==> src/verilog/acp_defs.svh <==
// Offsets, field positions, reset values and timing counts of the capture path
`ifndef ACP_DEFS_SVH
`define ACP_DEFS_SVH

// ****************************************************************
// Register byte offsets
// ****************************************************************
`define ACP_OFF_STATUS      12'h000
`define ACP_OFF_MASK        12'h004
`define ACP_OFF_STATE       12'h008
`define ACP_OFF_PAIRS       12'h00c
`define ACP_OFF_LANES       12'h010

// ****************************************************************
// Field positions
// ****************************************************************
`define ACP_EV_LOCK_GAINED  0
`define ACP_EV_LOCK_LOST    1
`define ACP_EV_BITS         2
`define ACP_ST_LOCKED       0
`define ACP_ST_LOCK_FLAG    1
`define ACP_ST_ACQ_EN       2

// ****************************************************************
// Reset values
// ****************************************************************
`define ACP_RST_STATUS      2'h0
`define ACP_RST_MASK        2'h0

// ****************************************************************
// Timing
// ****************************************************************
`define ACP_CLK_PERIOD_NS   25
`define ACP_LOSS_PERIODS    4
`define ACP_LOCK_EDGES      4'h8
`define ACP_PERIOD_MAX_NS   100
`define ACP_WIDTH_MIN       10
`define ACP_WIDTH_MAX       16

`endif

==> src/verilog/acp_pkg.sv <==
// Types shared by the capture path
package acp_pkg;

    typedef enum logic [0:0] {
        ACP_UNLOCKED,
        ACP_LOCKED
    } acp_lock_t;

endpackage : acp_pkg
==> src/verilog/acp_capture.sv <==
// Capture path: converter clock tracking, DDR split, lock flag, APB status
//
// Decided for this implementation: the placing of the registers and the APB register port.
`timescale 1ns/1ps
`include "acp_defs.svh"

module acp_capture #(
    parameter int SAMPLE_WIDTH_PARAM     = 14,
    parameter int SAMPLE_PERIOD_NS_PARAM = 100
) (
    input  wire logic                          pclk,
    input  wire logic                          presetn,
    input  wire logic                          psel,
    input  wire logic                          penable,
    input  wire logic                          pwrite,
    input  wire logic [11:0]                   paddr,
    input  wire logic [31:0]                   pwdata,
    output      logic [31:0]                   prdata,
    output      logic                          pready,
    output      logic                          pslverr,
    output      logic                          irq,
    input  wire logic                          reference_domain_reset,
    input  wire logic                          sample_domain_reset,
    input  wire logic                          converter_output_clock_in,
    input  wire logic [SAMPLE_WIDTH_PARAM-1:0] converter_ddr_bus,
    input  wire logic                          acquisition_enable,
    output      logic                          deskewed_sample_clock,
    output      logic                          sample_clock_lock_flag,
    output      logic [SAMPLE_WIDTH_PARAM-1:0] sample_lane_a,
    output      logic [SAMPLE_WIDTH_PARAM-1:0] sample_lane_b,
    output      logic                          sample_valid
);
    import acp_pkg::*;

    localparam int W        = SAMPLE_WIDTH_PARAM;
    localparam int LOSS_NS  = `ACP_LOSS_PERIODS * SAMPLE_PERIOD_NS_PARAM;
    localparam int LOSS_CYC = (LOSS_NS + `ACP_CLK_PERIOD_NS - 1) / `ACP_CLK_PERIOD_NS;

    // ****************************************************************
    // Parameter checks
    // ****************************************************************
    generate
        if (SAMPLE_PERIOD_NS_PARAM > `ACP_PERIOD_MAX_NS ||
            SAMPLE_PERIOD_NS_PARAM < 1) begin : g_bad_period
            $error("sample period out of range");
        end
        if (W < `ACP_WIDTH_MIN || W > `ACP_WIDTH_MAX) begin : g_bad_width
            $error("sample width out of range");
        end
        if (LOSS_CYC < 2 || LOSS_CYC > 255) begin : g_bad_loss
            $error("loss timeout does not fit");
        end
    endgenerate

    typedef struct packed {
        logic                     clk_s1;
        logic                     clk_s2;
        logic                     clk_s3;
        logic [W-1:0]             bus_s1;
        logic [W-1:0]             bus_s2;
        logic                     en_s1;
        logic                     en_s2;
        logic                     rrst_s1;
        logic                     rrst_s2;
        logic                     srst_s1;
        logic                     srst_s2;
        acp_lock_t                lock;
        logic [7:0]               gap_cnt;
        logic [3:0]               edge_cnt;
        logic [W-1:0]             hold_a;
        logic [W-1:0]             lane_a;
        logic [W-1:0]             lane_b;
        logic                     valid;
        logic                     lock_r1;
        logic                     lock_r2;
        logic [`ACP_EV_BITS-1:0]  status;
        logic [`ACP_EV_BITS-1:0]  mask;
        logic [15:0]              pairs;
        logic                     ack;
        logic [31:0]              rdata;
        logic                     slverr;
    } acp_state_t;

    acp_state_t st_ff;
    acp_state_t nxt_st;

    logic                    rise;
    logic                    fall;
    logic                    acquire;
    logic                    take;
    logic                    done;
    logic [`ACP_EV_BITS-1:0] ev_set;
    logic [`ACP_EV_BITS-1:0] w1c;

    assign rise    = st_ff.clk_s2 & ~st_ff.clk_s3;
    assign fall    = ~st_ff.clk_s2 & st_ff.clk_s3;
    // Stray enable drops are obeyed, though the controller should never lower it
    assign acquire = st_ff.en_s2 & (st_ff.lock == ACP_LOCKED) & ~st_ff.srst_s2;
    assign take    = psel & penable & ~st_ff.ack;
    assign done    = psel & penable & st_ff.ack;

    // ****************************************************************
    // Next state
    // ****************************************************************
    always_comb begin
        nxt_st = st_ff;
        ev_set = '0;
        w1c    = '0;
        // Every converter, enable and domain reset input crosses two flops before use
        nxt_st.clk_s1  = converter_output_clock_in;
        nxt_st.clk_s2  = st_ff.clk_s1;
        nxt_st.clk_s3  = st_ff.clk_s2;
        nxt_st.bus_s1  = converter_ddr_bus;
        nxt_st.bus_s2  = st_ff.bus_s1;
        nxt_st.en_s1   = acquisition_enable;
        nxt_st.en_s2   = st_ff.en_s1;
        nxt_st.rrst_s1 = reference_domain_reset;
        nxt_st.rrst_s2 = st_ff.rrst_s1;
        nxt_st.srst_s1 = sample_domain_reset;
        nxt_st.srst_s2 = st_ff.srst_s1;

        // Lock tracking; gap saturates so a dead clock cannot wrap into lock
        if (rise) begin
            nxt_st.gap_cnt = 8'h00;
        end else if (st_ff.gap_cnt != 8'(LOSS_CYC)) begin
            nxt_st.gap_cnt = st_ff.gap_cnt + 8'h01;
        end
        case (st_ff.lock)
            ACP_UNLOCKED: begin
                if (st_ff.gap_cnt == 8'(LOSS_CYC)) begin
                    nxt_st.edge_cnt = 4'h0;
                end else if (rise) begin
                    nxt_st.edge_cnt = st_ff.edge_cnt + 4'h1;
                    if (st_ff.edge_cnt + 4'h1 == `ACP_LOCK_EDGES) begin
                        nxt_st.lock = ACP_LOCKED;
                        ev_set[`ACP_EV_LOCK_GAINED] = 1'b1;
                    end
                end
            end
            ACP_LOCKED: begin
                if (st_ff.gap_cnt == 8'(LOSS_CYC)) begin
                    nxt_st.lock     = ACP_UNLOCKED;
                    nxt_st.edge_cnt = 4'h0;
                    ev_set[`ACP_EV_LOCK_LOST] = 1'b1;
                end
            end
            default: begin
                nxt_st.lock = ACP_UNLOCKED;
            end
        endcase

        // Lock flag retimed on the reference side, cleared by its reset
        if (st_ff.rrst_s2) begin
            nxt_st.lock_r1 = 1'b0;
            nxt_st.lock_r2 = 1'b0;
        end else begin
            nxt_st.lock_r1 = (st_ff.lock == ACP_LOCKED);
            nxt_st.lock_r2 = st_ff.lock_r1;
        end

        // DDR split: lane A held at rise, pair released at fall
        nxt_st.valid = 1'b0;
        if (st_ff.srst_s2) begin
            nxt_st.hold_a = '0;
            nxt_st.lane_a = '0;
            nxt_st.lane_b = '0;
        end else if (acquire) begin
            if (rise) begin
                nxt_st.hold_a = st_ff.bus_s2;
            end
            if (fall) begin
                nxt_st.lane_a = st_ff.hold_a;
                nxt_st.lane_b = st_ff.bus_s2;
                nxt_st.valid  = 1'b1;
                nxt_st.pairs  = st_ff.pairs + 16'h0001;
            end
        end

        // APB slave, one wait state so read data comes from a flop
        nxt_st.ack = take;
        if (take) begin
            nxt_st.slverr = 1'b0;
            nxt_st.rdata  = 32'h0000_0000;
            case (paddr)
                `ACP_OFF_STATUS: nxt_st.rdata[`ACP_EV_BITS-1:0] = st_ff.status;
                `ACP_OFF_MASK:   nxt_st.rdata[`ACP_EV_BITS-1:0] = st_ff.mask;
                `ACP_OFF_STATE: begin
                    nxt_st.rdata[`ACP_ST_LOCKED]    = (st_ff.lock == ACP_LOCKED);
                    nxt_st.rdata[`ACP_ST_LOCK_FLAG] = st_ff.lock_r2;
                    nxt_st.rdata[`ACP_ST_ACQ_EN]    = st_ff.en_s2;
                end
                `ACP_OFF_PAIRS:  nxt_st.rdata[15:0] = st_ff.pairs;
                `ACP_OFF_LANES: begin
                    nxt_st.rdata[W-1:0]     = st_ff.lane_a;
                    nxt_st.rdata[16+W-1:16] = st_ff.lane_b;
                end
                default:         nxt_st.slverr = 1'b1;
            endcase
        end
        if (done && pwrite) begin
            case (paddr)
                `ACP_OFF_STATUS: w1c         = pwdata[`ACP_EV_BITS-1:0];
                `ACP_OFF_MASK:   nxt_st.mask = pwdata[`ACP_EV_BITS-1:0];
                default: begin
                end
            endcase
        end
        // A new event beats a clear in the same cycle
        nxt_st.status = (st_ff.status & ~w1c) | ev_set;
    end

    always_ff @(posedge pclk or negedge presetn) begin
        if (!presetn) begin
            st_ff        <= '0;
            st_ff.lock   <= ACP_UNLOCKED;
            st_ff.status <= `ACP_RST_STATUS;
            st_ff.mask   <= `ACP_RST_MASK;
        end else begin
            st_ff <= nxt_st;
        end
    end

    // ****************************************************************
    // Outputs
    // ****************************************************************
    assign prdata                 = st_ff.rdata;
    assign pready                 = st_ff.ack;
    assign pslverr                = st_ff.slverr & st_ff.ack;
    assign irq                    = |(st_ff.status & st_ff.mask);
    assign deskewed_sample_clock  = st_ff.clk_s3;
    assign sample_clock_lock_flag = st_ff.lock_r2;
    assign sample_lane_a          = st_ff.lane_a;
    assign sample_lane_b          = st_ff.lane_b;
    assign sample_valid           = st_ff.valid;
endmodule : acp_capture

==> config.mk <==
export PLATFORM = sky130hd
export DESIGN_NAME = acp_capture
export DESIGN_NICKNAME = d
export VERILOG_FILES = /design/src/verilog/acp_pkg.sv /design/src/verilog/acp_capture.sv
export VERILOG_INCLUDE_DIRS = /design/src /design/src/verilog
export SDC_FILE = /design/constraint.sdc
export NUM_CORES = 1
export LEC_CHECK = 0
export BUFFER_PORTS_ARGS = -buffer_cell sky130_fd_sc_hd__buf_2
export CAP_MARGIN = 20
export CORE_UTILIZATION = 55
export DETAILED_ROUTE_END_ITERATION = 10
export HOLD_SLACK_MARGIN = 0.08
export PLACE_DENSITY_LB_ADDON = 0.3
export SETUP_SLACK_MARGIN = 0.5
export SLEW_MARGIN = 40
export SYNTH_ARGS = -nofsm -noshare
export SYNTH_HDL_FRONTEND = slang
export SYNTH_SLANG_ARGS = --single-unit
==> constraint.sdc <==
create_clock -name pclk -period 5.1 [get_ports pclk]
set_input_delay 1.02 -clock pclk [delete_from_list [all_inputs] [get_ports pclk]]
set_output_delay 1.02 -clock pclk [all_outputs]
set_load 0.02 [all_outputs]
# --- Yosys cells after proc, flatten, opt, wreduce, memory -nomap -nowiden ---
# Index checks and enable logic that the tools add are counted.
op_classes:
  n_addsub: 3
  n_eq_ne: 9
  muxes: 28
  bitwise_logic: 17
  n_reduce_logical: 13
op_table:
  columns: ["op", "count"]
  rows:
  - ["two-way mux 43 bit", 1]
  - ["two-way mux 42 bit", 1]
  - ["two-way mux 29 bit", 1]
  - ["two-way mux 14 bit", 2]
  - ["== test 12 x 4 -> 1 bit (second input constant)", 2]
  - ["case mux 11 bit (2 select lines)", 1]
  - ["adder 16 x 1 -> 16 bit (second input constant)", 1]
  - ["two-way mux 8 bit", 2]
  - ["== test 12 x 3 -> 1 bit (second input constant)", 1]
  - ["== test 12 x 5 -> 1 bit (second input constant)", 1]
  - ["logical NOT 12 bit", 1]
  - ["two-way mux 4 bit", 3]
  - ["case mux 2 bit (5 select lines)", 1]
  - ["two-way mux 1 bit", 9]
  - ["adder 8 x 1 -> 8 bit (second input constant)", 1]
  - ["bitwise AND 1 bit", 8]
  - ["== test 8 x 5 -> 1 bit (second input constant)", 1]
  - ["two-way mux 2 bit", 4]
  - ["!= test 8 x 5 -> 1 bit (second input constant)", 1]
  - ["case mux 4 bit (2 select lines)", 1]
  - ["AND reduction 2 bit", 4]
  - ["nonzero test 2 bit", 4]
  - ["NOT 1 bit", 5]
  - ["OR reduction 5 bit", 1]
  - ["12 further kinds", 13]
totals:
  ff_bits: 147
  inputBits: 67
  out_inout_bits: 66
  wordCells: 96

# --- Logic depth before layout (Yosys ltp) ---
depth:
  word_depth: 7
  ltp_mapped: 7
  depth_no_buf: 5

# --- Worst setup path after synthesis ---
# Ideal clock, no wire load.
synth_timing:
  path_kind: "input port to flip-flop"
  start: "input port paddr[7]"
  end: "register st_ff[50] (netlist name)"
  setup_ns: 0.125
  arrival_time_ns: 2.456
  slack_ns: 2.520
  stages: 4
  n_path_buf: 0
  cell_sequence: "or4_4 nor4_4 and4b_1 mux2_2"
synth_via:
  elab_chain_len: 2
synth_rtl:
  columns: ["element", "line_no", "rtl"]
  rows:
  - ["start, declared", "acp_capture.sv:16", "input wire logic [11:0] paddr,"]
  - ["== test 12 x 3 -> 1 bit", "acp_capture.sv:201", "case (paddr)"]
  - ["AND reduction 2 bit (no line)", null, null]
  - ["end signal, assigned", "acp_capture.sv:219", "st_ff <= nxt_st;"]
  - ["end, declared", "acp_capture.sv:84", "acp_state_t st_ff;"]
# No other way between the ends.
# A chain may end at the register's enable or synchronous reset.

==> impl_metrics.env <==
export IMPL_powerDensity_nw_per_um2=408
export IMPL_cp_num_buf_inv=3
export IMPL_startpoint_type="input port"
export IMPL_vdd_drop_max_uv=246
export IMPL_die_h_microns=106
export IMPL_yosysMostFrequentCell="dfrtp_1"
export IMPL_postCtsSetupBuffers=0
export IMPL_cts_resized=0
export IMPL_gp_congestion=0.735
export IMPL_hold_viol_final=0
export IMPL_finalSetupViolCount=0
export IMPL_ys_warn_count=0
export IMPL_ys_ff_latch=147
export IMPL_routedWlPerCell_microns=16.6
export IMPL_ios=133
export IMPL_io_buffers=100
export IMPL_grt_max_degree=112
export IMPL_layout_drive_gt1_share=0.298
export IMPL_cp_endpoint="prdata[7]$_DFFE_PN0P_"
export IMPL_netlist_area_sq_um=5950
export IMPL_hp_class="in2async"
export IMPL_syn_avg_cell_area_sq_um=12.6
export IMPL_synth_distinct_cells=45
export IMPL_dieArea_sq_um=11200
export IMPL_synth_common_cells="147 x dfrtp_1, 60 x buf_4, 47 x a22o_1"
export IMPL_synth_ff_type="dfrtp_1"
export IMPL_postCtsHoldBufs=0
export IMPL_synth_area_leaders="dfrtp_1 62%, buf_4 7.6%, a22o_1 6.9%"
export IMPL_post_route_period_util=0.488
export IMPL_grt_antenna_before_repair=0
export IMPL_synth_edf_count=0
export IMPL_wl_met3_microns=591
export IMPL_fillers=799
export IMPL_register_area_sq_um=3680
export IMPL_rsz0062_at_grt="no"
export IMPL_clock_sinks=147
export IMPL_cellLeakagePower_uw=0.00342
export IMPL_slew_viol_final=0
export IMPL_final_net_count=587
export IMPL_yosysTopAreaCell="dfrtp_1"
export IMPL_async_flop_share=1.00
export IMPL_cts_max_path_buffers=2
export IMPL_slew_headroom=0.479
export IMPL_grt_pass1_vias=3625
export IMPL_cp_startpoint="penable"
export IMPL_rr_endpoint="prdata[7]$_DFFE_PN0P_"
export IMPL_drc=0
export IMPL_dr_pass1_iters=4
export IMPL_fin_worst_skew_ns=0.00979
export IMPL_cts_root_buf="clkbuf_8"
export IMPL_drt_met1_wl_microns=4930
export IMPL_cp_depth=7
export IMPL_placed_area_sq_um=6120
export IMPL_crit_chain="buf_2 -> nand3b_1 -> buf_4 -> inv_1 -> and3_1 -> and2_2 -> a221o_2"
export IMPL_worst_pin_slew_ns=0.774
export IMPL_antenna_cells=0
export IMPL_core_region_area_sq_um=10400
export IMPL_reg2regPathDepth=6
export IMPL_yosysSeqAreaShare=0.619
export IMPL_rrSetupSlack_ns=2.80
export IMPL_status="completed"
export IMPL_highest_layer="met4"
export IMPL_area_delta_synth_final_pct=13.4
export IMPL_grt_ovfl_total=0
export IMPL_critPathKind="in2reg"
export IMPL_antenna_left=0
export IMPL_min_period_ns=2.49
export IMPL_synth_top_area_share=0.619
export IMPL_initialDrtViolationCount=174
export IMPL_wl_met2_microns=5310
export IMPL_vias_per_cell=5.48
export IMPL_cts_tree="built"
export IMPL_critPathTopFamily="simple AND/OR/NAND/NOR gates"
export IMPL_grt_pass1_wl_microns=18300
export IMPL_dr_total_vias=3634
export IMPL_numCtsBuffers=17
export IMPL_critPathCaptureType="flip-flop"
export IMPL_slowest_delay_ns=0.45
export IMPL_path_clk_slew_ns=0.06
export IMPL_multi_input_area_sq_um=1730
export IMPL_fmax_mhz=402
export IMPL_cp_required_ns=5.51
export IMPL_die_x_microns=106
export IMPL_r2r_start="pready$_DFF_PN0_"
export IMPL_dpl_hpwl_microns=7450
export IMPL_rows=37
export IMPL_maxCapViolations=0
export IMPL_stdcell_area_sq_um=6740
export IMPL_clkLatencyLatePin_ns=0.53
export IMPL_crit_slowest_cell="a221o_2"
export IMPL_critPathMaxFanout=32
export IMPL_syn_inst=471
export IMPL_start_util=0.571
export IMPL_routed_wl_microns=11000
export IMPL_setup_tns_ns=0
export IMPL_cts_htree_levels=4
export IMPL_arrival_ns=2.90
export IMPL_grt_usage=0.217
cells in the final DEF (no fill, tap or decap), drive strengths merged, types with 14 or more instances in the layout:
cell and count:
a21oi 16, a22o 47, and3 15, buf 104
clkbuf 22, dfrtp 147, nand2 36, nand3 14
nor2 15, xnor2 16
report_power, final:
part / switching [uW] / total (uW) / internal [uW]
registers: 69.2 / 1300 / 1240
clock network: 453 / 1230 / 779
logic: 117 / 212 / 94.8
routing by layer:
metal / global-route usage / vias up
met5: 0 / -
met4: 0.0972 / 0
met3: 0.0564 / 19
met2: 0.344 / 100
met1: 0.282 / 1829
li1: - / 1686
through the flow:
stage	hold slack, ns	setup slack, ns	util	power, uW	instances
6_report	0.335	2.61	0.647	2750	663
5_1_grt	0.332	2.51	0.647	2860	663
4_1_cts	0.350	2.64	0.645	2760	662
3_5_place_dp	0.336	2.07	0.588	1530	631
3_3_place_gp	0.332	1.93	0.587	1520	631
2_1_floorplan	0.331	2.52	-	1450	472
flip-flops by register name, summed over array words and instances, names as in the netlist:
signal and cells:
sample_clock_lock_flag 1, pready 1, prdata 30, st_ff 66, deskewed_sample_clock 1, sample_lane_a 14
nxt_st 19, sample_lane_b 14, sample_valid 1
cells by family after synthesis:
family | count (synthesis) | share of synthesized area
AO/OA/AOI/OAI | 81 | 0.111
multiplexers | 7 | 0.0166
adder cells (fa/ha/maj) | 5 | 0.0105
flip-flops | 147 | 0.619
AND/OR/NAND/NOR | 120 | 0.111
buffers and inverters | 84 | 0.0932
other | 1 | 0.000631
XOR/XNOR | 26 | 0.0383
cell type report:
type	instances	area share
multi-input cells	241	0.256
clock buffers	22	0.0686
flip-flops and latches	147	0.545
well taps	136	0.0252
clock inverters	9	0.0191
inverters	4	0.00223
repair buffers	104	0.0831
worst min-delay path by stage:
stage,startpoint,end,slack (ns),depth (start not counted)
2_1_floorplan,nxt_st[147]$_DFF_PN0_,nxt_st[146]$_DFF_PN0_,0.33,0
3_3_place_gp,nxt_st[114]$_DFF_PN0_,st_ff[114]$_DFF_PN0_,0.33,0
3_5_place_dp,nxt_st[129]$_DFF_PN0_,st_ff[129]$_DFF_PN0_,0.34,0
4_1_cts,nxt_st[147]$_DFF_PN0_,nxt_st[146]$_DFF_PN0_,0.35,0
5_1_grt,presetn,st_ff[50]$_DFFE_PN0P_,0.33,1
6_report,presetn,st_ff[50]$_DFFE_PN0P_,0.34,1
Power figures use the tool's default switching activity.
